==> src/verilog/arsel_pkg.sv <==
// Package with offsets, field positions, reset values and counts.
package arsel_pkg;

	// Register byte offsets on the APB bus.
	localparam logic [7:0] OFF_SELECT = 8'h00;
	localparam logic [7:0] OFF_RES_LO = 8'h04;
	localparam logic [7:0] OFF_RES_HI = 8'h08;
	localparam logic [7:0] OFF_CTRL   = 8'h0c;
	localparam logic [7:0] OFF_STATUS = 8'h10;
	localparam logic [7:0] OFF_CAL    = 8'h14;

	// Fields of the channel and reference select register.
	localparam int SEL_REF_HI = 7;
	localparam int SEL_REF_LO = 6;
	localparam int SEL_LADJ   = 5;
	localparam int SEL_CH_MSB = 4;

	// Fields of the control register.
	localparam int CTRL_BIPOLAR = 0;
	localparam int CTRL_EXT_REF = 1;
	localparam int CTRL_REF_OUT = 2;

	// Fields of the status register.
	localparam int STAT_DONE = 0;
	localparam int STAT_BUSY = 1;
	localparam int STAT_LONG = 2;

	// Values after reset.
	localparam logic [7:0] SELECT_RST = 8'h00;
	localparam logic [2:0] CTRL_RST   = 3'h0;

	// Conversion lengths in converter clock cycles.
	localparam logic [4:0] CONV_NORMAL = 5'h0d;
	localparam logic [4:0] CONV_LONG   = 5'h19;

	// Decoded reference source.
	typedef enum logic [1:0] {
		ARSEL_REF_SUPPLY = 2'b00,
		ARSEL_REF_EXTPIN = 2'b01,
		ARSEL_REF_1V1    = 2'b10,
		ARSEL_REF_2V56   = 2'b11
	} arsel_ref_t;

endpackage : arsel_pkg

==> src/verilog/arsel_top.sv <==
// Converter result formatting and channel/reference selection block.
`timescale 1ns/1ps
`default_nettype none

// Function
// - Finished conversion result is readable through low and high result bytes.
// - Single-ended result is unsigned 10-bit, 0 is ground, all ones top.
// - Unipolar differential result is 0..1023, forced to zero when negative.
// - Differential pairs get gain 8x or 20x chosen by the channel field.
// - Unipolar by default; bipolar select bit one switches to bipolar.
// - Bipolar result scales by 512 and is 10-bit two's complement.
// - Bipolar result bit nine is the sign, one meaning negative.
// - Gain calibration 8-bit in 1/128 units and signed offset are held.
// - Reference pin driven only when converter on and output enabled.
// - Reference bits with external enable decode the reference source.
// - Reference change during conversion applies after it completes.
// - After any change of the reference bits the next conversion takes 25 cycles.
// - Left adjust bit realigns the result registers immediately.
// - Channel field change during conversion applies after it completes.
// - Selection bits held in a temporary register, copied at safe points.
// - Done flag is set when conversion finishes and results update.
module arsel_top #(
	parameter logic [7:0] GAIN_CAL   = 8'h80, // Arbitrary value.
	parameter logic [7:0] OFFSET_CAL = 8'h00, // Arbitrary value.
	parameter int         CODE_W     = 11
) (
	input  wire logic        clock,
	input  wire logic        sys_rst,
	input  wire logic        psel,
	input  wire logic        penable,
	input  wire logic        pwrite,
	input  wire logic [7:0]  paddr,
	input  wire logic [31:0] pwdata,
	output logic             pready,
	output logic [31:0]      prdata,
	output logic             pslverr,
	input  wire logic        converter_on,
	input  wire logic        conv_start,
	input  wire logic        core_done,
	input  wire logic [10:0] core_code,
	output logic [4:0]       active_channel,
	output logic [1:0]       active_reference,
	output logic             differential,
	output logic             gain_20x,
	output logic [4:0]       conv_cycles,
	output logic             refout_o,
	output logic             refout_oe,
	output logic             refout_2v56
);

	// The signed difference code must hold sign plus ten bits.
	if (CODE_W != 11) begin : g_chk
		$error("arsel_top: CODE_W must be 11");
	end

	// Decode of the reference source from two bits and the enable.
	function automatic arsel_pkg::arsel_ref_t ref_decode(
		input logic [1:0] refs,
		input logic       ext_en
	);
		arsel_pkg::arsel_ref_t r;
		r = arsel_pkg::ARSEL_REF_SUPPLY;
		if (!refs[0]) begin
			r = ext_en ? arsel_pkg::ARSEL_REF_EXTPIN
			           : arsel_pkg::ARSEL_REF_SUPPLY;
		end else if (refs[1]) begin
			r = arsel_pkg::ARSEL_REF_2V56;
		end else begin
			r = arsel_pkg::ARSEL_REF_1V1;
		end
		return r;
	endfunction : ref_decode

	logic [7:0] select_reg;
	logic [2:0] ctrl_reg;
	logic [4:0] act_ch_reg;
	logic [1:0] act_ref_reg;
	logic       busy_reg;
	logic       long_reg;
	logic       done_reg;
	logic [9:0] result_reg;
	logic       pready_reg;
	logic [31:0] prdata_reg;
	logic       pslverr_reg;
	logic [4:0] cycles_reg;
	logic       refo_oe_reg;
	logic       refo_hi_reg;
	logic       gain_reg;
	arsel_pkg::arsel_ref_t act_src_reg;

	logic       wr_en;
	logic       rd_en;
	logic       safe_copy;
	logic [1:0] ref_next;
	logic [9:0] result_next;
	logic [15:0] aligned;
	logic [31:0] rdata_next;
	logic        bad_addr;
	logic        ref_change;

	// Access phase strobes; the slave answers with one wait state.
	assign wr_en = psel & penable & ~pready_reg & pwrite;
	assign rd_en = psel & penable & ~pready_reg & ~pwrite;

	// Selection follows the temporary register while idle or on done.
	assign safe_copy = ~busy_reg | core_done;

	// A copy point that brings in different reference bits.
	assign ref_change = safe_copy & (ref_next != act_ref_reg);

	// Temporary select register, software read and write.
	always_ff @(posedge clock) begin
		if (sys_rst) begin
			select_reg <= arsel_pkg::SELECT_RST;
		end else if (wr_en && paddr == arsel_pkg::OFF_SELECT) begin
			select_reg <= pwdata[7:0];
		end
	end

	// Control register: bipolar, external enable, reference output.
	always_ff @(posedge clock) begin
		if (sys_rst) begin
			ctrl_reg <= arsel_pkg::CTRL_RST;
		end else if (wr_en && paddr == arsel_pkg::OFF_CTRL) begin
			ctrl_reg <= pwdata[2:0];
		end
	end

	// Active channel and reference copied only at safe points.
	always_ff @(posedge clock) begin
		if (sys_rst) begin
			act_ch_reg  <= 5'h00;
			act_ref_reg <= 2'h0;
			gain_reg    <= 1'b0;
		end else if (safe_copy) begin
			act_ch_reg  <= select_reg[arsel_pkg::SEL_CH_MSB:0];
			gain_reg    <= select_reg[arsel_pkg::SEL_CH_MSB]
			             & select_reg[0];
			act_ref_reg <= select_reg[arsel_pkg::SEL_REF_HI:
			                          arsel_pkg::SEL_REF_LO];
		end
	end

	assign ref_next = select_reg[arsel_pkg::SEL_REF_HI:
	                             arsel_pkg::SEL_REF_LO];

	// Busy from start until the core reports completion.
	always_ff @(posedge clock) begin
		if (sys_rst) begin
			busy_reg <= 1'b0;
		end else if (conv_start && !busy_reg) begin
			busy_reg <= 1'b1;
		end else if (core_done) begin
			busy_reg <= 1'b0;
		end
	end

	// A reference change marks the next conversion as long.
	// A start consumes the mark, also one copied in at that very start.
	always_ff @(posedge clock) begin
		if (sys_rst) begin
			long_reg <= 1'b0;
		end else if (conv_start && !busy_reg) begin
			long_reg <= 1'b0;
		end else if (ref_change) begin
			long_reg <= 1'b1;
		end
	end

	// Conversion length handed to the core at each start.
	always_ff @(posedge clock) begin
		if (sys_rst) begin
			cycles_reg <= arsel_pkg::CONV_NORMAL;
		end else if (conv_start && !busy_reg) begin
			cycles_reg <= (long_reg | ref_change) ? arsel_pkg::CONV_LONG
			                       : arsel_pkg::CONV_NORMAL;
		end
	end

	// Format the signed core difference by conversion type.
	// The code never exceeds ten magnitude bits, so no upper clamp is needed.
	always_comb begin
		result_next = core_code[9:0];
		if (!act_ch_reg[4]) begin
			// Single ended: clamp to 0..1023.
			result_next = core_code[10] ? 10'h000
			                            : core_code[9:0];
		end else if (!ctrl_reg[arsel_pkg::CTRL_BIPOLAR]) begin
			// Unipolar: negative difference saturates to zero.
			result_next = core_code[10] ? 10'h000
			                            : core_code[9:0];
		end else begin
			// Bipolar: halve scale, keep sign in bit nine.
			result_next = core_code[10:1];
		end
	end

	// Result capture and done flag in the same cycle.
	always_ff @(posedge clock) begin
		if (sys_rst) begin
			result_reg <= 10'h000;
		end else if (core_done) begin
			result_reg <= result_next;
		end
	end

	// Done flag: set wins over write-one-to-clear.
	// A clear in the cycle of completion loses, so no result goes unseen.
	always_ff @(posedge clock) begin
		if (sys_rst) begin
			done_reg <= 1'b0;
		end else if (core_done) begin
			done_reg <= 1'b1;
		end else if (wr_en && paddr == arsel_pkg::OFF_STATUS &&
		             pwdata[arsel_pkg::STAT_DONE]) begin
			done_reg <= 1'b0;
		end
	end

	// Alignment follows the left-adjust bit at once.
	assign aligned = select_reg[arsel_pkg::SEL_LADJ]
	               ? {result_reg, 6'h00}
	               : {6'h00, result_reg};

	// Read data and unmapped address decode.
	always_comb begin
		rdata_next = 32'h0000_0000;
		bad_addr   = 1'b0;
		if (paddr == arsel_pkg::OFF_SELECT) begin
			rdata_next[7:0] = select_reg;
		end else if (paddr == arsel_pkg::OFF_RES_LO) begin
			rdata_next[7:0] = aligned[7:0];
		end else if (paddr == arsel_pkg::OFF_RES_HI) begin
			rdata_next[7:0] = aligned[15:8];
		end else if (paddr == arsel_pkg::OFF_CTRL) begin
			rdata_next[2:0] = ctrl_reg;
		end else if (paddr == arsel_pkg::OFF_STATUS) begin
			rdata_next[arsel_pkg::STAT_DONE] = done_reg;
			rdata_next[arsel_pkg::STAT_BUSY] = busy_reg;
			rdata_next[arsel_pkg::STAT_LONG] = long_reg;
		end else if (paddr == arsel_pkg::OFF_CAL) begin
			rdata_next[15:0] = {OFFSET_CAL, GAIN_CAL};
		end else begin
			bad_addr = 1'b1;
		end
	end

	// APB answer registers.
	// Strobes fall once pready is up, so each access acts only once.
	always_ff @(posedge clock) begin
		if (sys_rst) begin
			pready_reg  <= 1'b0;
			prdata_reg  <= 32'h0000_0000;
			pslverr_reg <= 1'b0;
		end else begin
			pready_reg  <= psel & penable & ~pready_reg;
			pslverr_reg <= psel & penable & ~pready_reg & bad_addr;
			if (rd_en) begin
				prdata_reg <= rdata_next;
			end
		end
	end

	// Reference output pin drive from the active selection.
	always_ff @(posedge clock) begin
		if (sys_rst) begin
			refo_oe_reg <= 1'b0;
			refo_hi_reg <= 1'b0;
		end else begin
			refo_oe_reg <= converter_on & ctrl_reg[arsel_pkg::CTRL_REF_OUT]
			             & act_ref_reg[0];
			refo_hi_reg <= act_ref_reg[1];
		end
	end

	// Decoded reference source, held in a flop so the port is glitch free.
	// It lags the copy by one cycle, in step with the reference pin drive.
	always_ff @(posedge clock) begin
		if (sys_rst) begin
			act_src_reg <= arsel_pkg::ARSEL_REF_SUPPLY;
		end else begin
			act_src_reg <= ref_decode(act_ref_reg,
			               ctrl_reg[arsel_pkg::CTRL_EXT_REF]);
		end
	end

	assign pready           = pready_reg;
	assign prdata           = prdata_reg;
	assign pslverr          = pslverr_reg;
	assign active_channel   = act_ch_reg;
	assign active_reference = act_src_reg;
	assign differential     = act_ch_reg[arsel_pkg::SEL_CH_MSB];
	assign gain_20x         = gain_reg;
	assign conv_cycles      = cycles_reg;
	assign refout_o         = refo_oe_reg;
	assign refout_oe        = refo_oe_reg;
	assign refout_2v56      = refo_hi_reg;

endmodule : arsel_top

`default_nettype wire

==> config.mk <==
export PLATFORM = sky130hd
export DESIGN_NAME = arsel_top
export DESIGN_NICKNAME = d
export VERILOG_FILES = /design/src/verilog/arsel_pkg.sv /design/src/verilog/arsel_top.sv
export SDC_FILE = /design/constraint.sdc
export NUM_CORES = 1
export LEC_CHECK = 0
export BUFFER_PORTS_ARGS = -buffer_cell sky130_fd_sc_hd__clkbuf_2
export CAP_MARGIN = 0
export CORE_MARGIN = 2
export CORE_UTILIZATION = 51
export DETAILED_ROUTE_END_ITERATION = 10
export PLACE_DENSITY = 0.85
export SYNTH_ARGS = -nofsm -noshare
export SYNTH_HDL_FRONTEND = slang
export SYNTH_SLANG_ARGS = --single-unit
==> constraint.sdc <==
create_clock -name clock -period 2.45 [get_ports clock]
set_clock_uncertainty 0.15 [all_clocks]
set_input_delay 0.3675 -clock clock [delete_from_list [all_inputs] [get_ports clock]]
set_output_delay 0.3675 -clock clock [all_outputs]
set_load 0.01 [all_outputs]
==> impl_results.md <==
- Final setup vio count: 0
- Layout cells sized above 1: 0.2337
- Tcrit/Tclk final: 0.7099
- Multi-input gate area: 0.001294 mm²
- Syn avg cell area: 8.585 µm²
- Gates resized, CTS repair: 0
- PwrDens: 541.5 mW/mm²
- Syn Std Cell Area: 0.002481 mm²
- RePlAce Congestion: 0.8771
- Slowest-stage cell, CP: nor4_4
- Req. time, crit path: 2.51 ns
- Arrival time worst endpoint: 1.80 ns
- Status: finished clean
- Die area: 0.005439 mm²
- Count of different cell masters after synthesis: 49
- Row cnt: 25
- Final-stage net count: 396
- FILL cells: 433
- Routed vias: 2110
- Tot Pwr: 1.501 mW
- Placed Area: 0.002676 mm²
- I/O pin count: 110
- Hold-fix buffers, CTS: 0
- CP Capture Type: flop
- Area leader, netlist: dfxtp_1
- PnR worst setup slack: 0.7108 ns
- WL per Instance: 13.65 µm
- Fmax achieved: 0.5750 GHz
- Final Max Tran Viols: 0
- R2R cell count: 4
- First-pass iteration count of the detailed router: 4
- Diode count: 0
- M1 WL: 2447 µm
- CP bufs+invs: 1
- Top-area cell type share of the netlist area: 0.3873
- ANT nets after route: 0
- Reg-to-reg startpoint: select_reg[5]
- Initial Utilization: 0.5288
- Worst Hold Depth: 3
- Vias per cell: 5.383
- Critical Path Source Type: input pin
- Global-route wire length before repair: 8321 µm
- Cell area after layout: 0.002773 mm²
- CTS Root Cell: clkbuf_8
- Seq/Total Area, Yosys: 0.3873
- Max incr delay on CP: 0.50 ns
- Reg-to-reg endpoint: prdata[5]
- Crit path cell chain: clkbuf_2 > nor4_4 > and2_1 > nand3_1 > a311oi_1
- Post-detail-place hpwl: 3974 µm
- DRC viols: 0
- Max reg flops: 10
- # port buffers: 58
- Crit-path max FO: 8
- CTS Sinks: 48
- Least-Margin Pin Slew: 0.5748 ns
- Reg2reg setup slack: 0.87 ns
- Synth top area cells: dfxtp_1 (39%), buf_4 (9.1%), mux2i_1 (6.1%)
- Die width: 73.75 µm
- Synth Flop Type: dfxtp_1
- Top layer in use: met4
- Hold Slack: 0.1355 ns
- Drt total wl: 5352 µm
- Place WS: 0.4154 ns
- Max-cap viol count: 0
- TritonCTS clock tree: yes
- Rel. slew slack: 0.6168
- Clock Tree Buf Depth: 2
- Post-CTS setup buffer count: 0
- Hold Violations, Final: 0
- Worst Hold Path EP: select_reg[6]
- Initial DRC count: 144
- Register area: 960.9 µm²
- Wire length on met3: 416 µm
- Vias in the first global route: 1827
- FFs w/ async S/R, synth: 0
- Setup Total Neg Slack: 0 ns
- Total grt overflow: 0
- Crit Path Class: input pin to flop
- Delay-heaviest family, CP: simple AND/OR/NAND/NOR gates
- P_leak: 1.186 nW
- Clk slew on worst S/H paths: 0.10 ns
- Core area: 0.004692 mm²
- HP Start: pwdata[6]
- Max rail drop VDD: 291.2 µV
- Tightest Hold Check Type: input pin to flop
- GRT Overall Usage: 0.1973
- Pin count of the biggest net entering global routing: 28
- P&R area growth vs syn: 11.75%
- Synthesis warning total: 0
- Post-synthesis cell count: 289
- Post-synth EDFFs: 0
- Tmin final: 1.739 ns
- # H-tree levels: 2
- Clock Latency Late Sink: 0.31 ns
- Die H: 73.75 µm
- RSZ-0062 raised after global routing: no
- Initial antenna violation count: 0
- Flop and latch count out of synthesis: 48
- TritonCTS Buffers: 5
- Met2 wire length: 2432 µm
final cells by class:
type	count	area share
clock buffers	6	0.02978
clock inverters	2	0.004964
inverters	7	0.009477
multi-input cells	212	0.4666
flip-flops and latches	48	0.3466
well taps	54	0.02437
repair buffers	63	0.1182
through the flow:
step	std cells	utilization
floorplan	314	-
global placement	384	0.5704
detailed placement	384	0.5704
CTS	392	0.5909
global route	392	0.5909
finish	392	0.5909
worst max path at each step:
stage	start	endpoint	slack (ns)	cells past startpoint
3_5_place_dp	paddr[4]	prdata[5]	0.42	5
3_3_place_gp	paddr[4]	prdata[3]	0.47	5
2_1_floorplan	paddr[2]	select_reg[0]	0.76	5
4_1_cts	paddr[4]	prdata[5]	0.72	5
6_report	paddr[4]	prdata[5]	0.71	5
5_1_grt	paddr[4]	prdata[5]	0.52	5
layer usage:
layer,track usage,vias up
li1,-,1057
met1,0.2637,949
met2,0.3204,97
met3,0.04252,7
met4,0.05455,0
met5,0,-
synth_stat cells, types with 2 or more instances:
cell type,count
dfxtp_1,48
nor2_1,31
buf_4,30
nand2_1,27
a21oi_1,23
mux2i_1,15
clkbuf_1,13
a211oi_1,10
nor3b_1,10
inv_1,6
nor2b_1,6
a311oi_1,5
nand2b_1,5
nand3_1,4
a221oi_1,3
a22oi_1,3
and2_1,3
and4_1,3
buf_2,3
nand4_1,3
o21ai_0,3
a32o_1,2
and3_1,2
conb_1,2
nor3_1,2
nor4_4,2
o21ai_1,2
xnor2_1,2
power breakdown:
| group | internal (mW) | switching, mW |
|---|---|---|
| clock network | 0.231 | 0.281 |
| registers | 0.800 | 0.0148 |
| logic | 0.0660 | 0.108 |
| total | 1.10 | 0.404 |
worst register-to-register path: cells and delay by family (launching register included):
family	cells	cell delay, ns
AO/OA/AOI/OAI	1	0.28
buffers and inverters	1	0.18
flip-flops	1	0.55
AND/OR/NAND/NOR	2	0.33
layout by cell type (no fill, tap or decap), types with 2 or more instances in the layout:
cell | netlist | final
dfxtp_1 | 48 | 48
nor3b_1 | 10 | 10
and4_1 | 3 | 3
a22oi_1 | 3 | 3
nor3_1 | 2 | 2
buf_4 | 30 | 5
conb_1 | 2 | 27
clkbuf_2 | 0 | 58
a211oi_1 | 10 | 10
o21ai_1 | 2 | 2
and2_1 | 3 | 3
a32o_1 | 2 | 2
mux2i_1 | 15 | 15
clkbuf_8 | 0 | 6
a311oi_1 | 5 | 5
o21ai_0 | 3 | 3
a221oi_1 | 3 | 3
a21oi_1 | 23 | 23
nor4_4 | 2 | 2
nand2_1 | 27 | 27
nand2b_1 | 5 | 5
and3_1 | 2 | 2
inv_1 | 6 | 6
nand3_1 | 4 | 4
xnor2_1 | 2 | 2
nor2b_1 | 6 | 6
nor2_1 | 31 | 31
nand4_1 | 3 | 3
logic make-up after synthesis:
logic type / synth area share
AOI/OAI and AO/OA: 0.1720
xor gates and xnor gates: 0.007061
buffers and inverters: 0.1316
DFF: 0.3873
muxes: 0.06051
other: 0.003027
and+or+nand+nor: 0.2385
No activity file was read; power rests on OpenSTA's default activity.
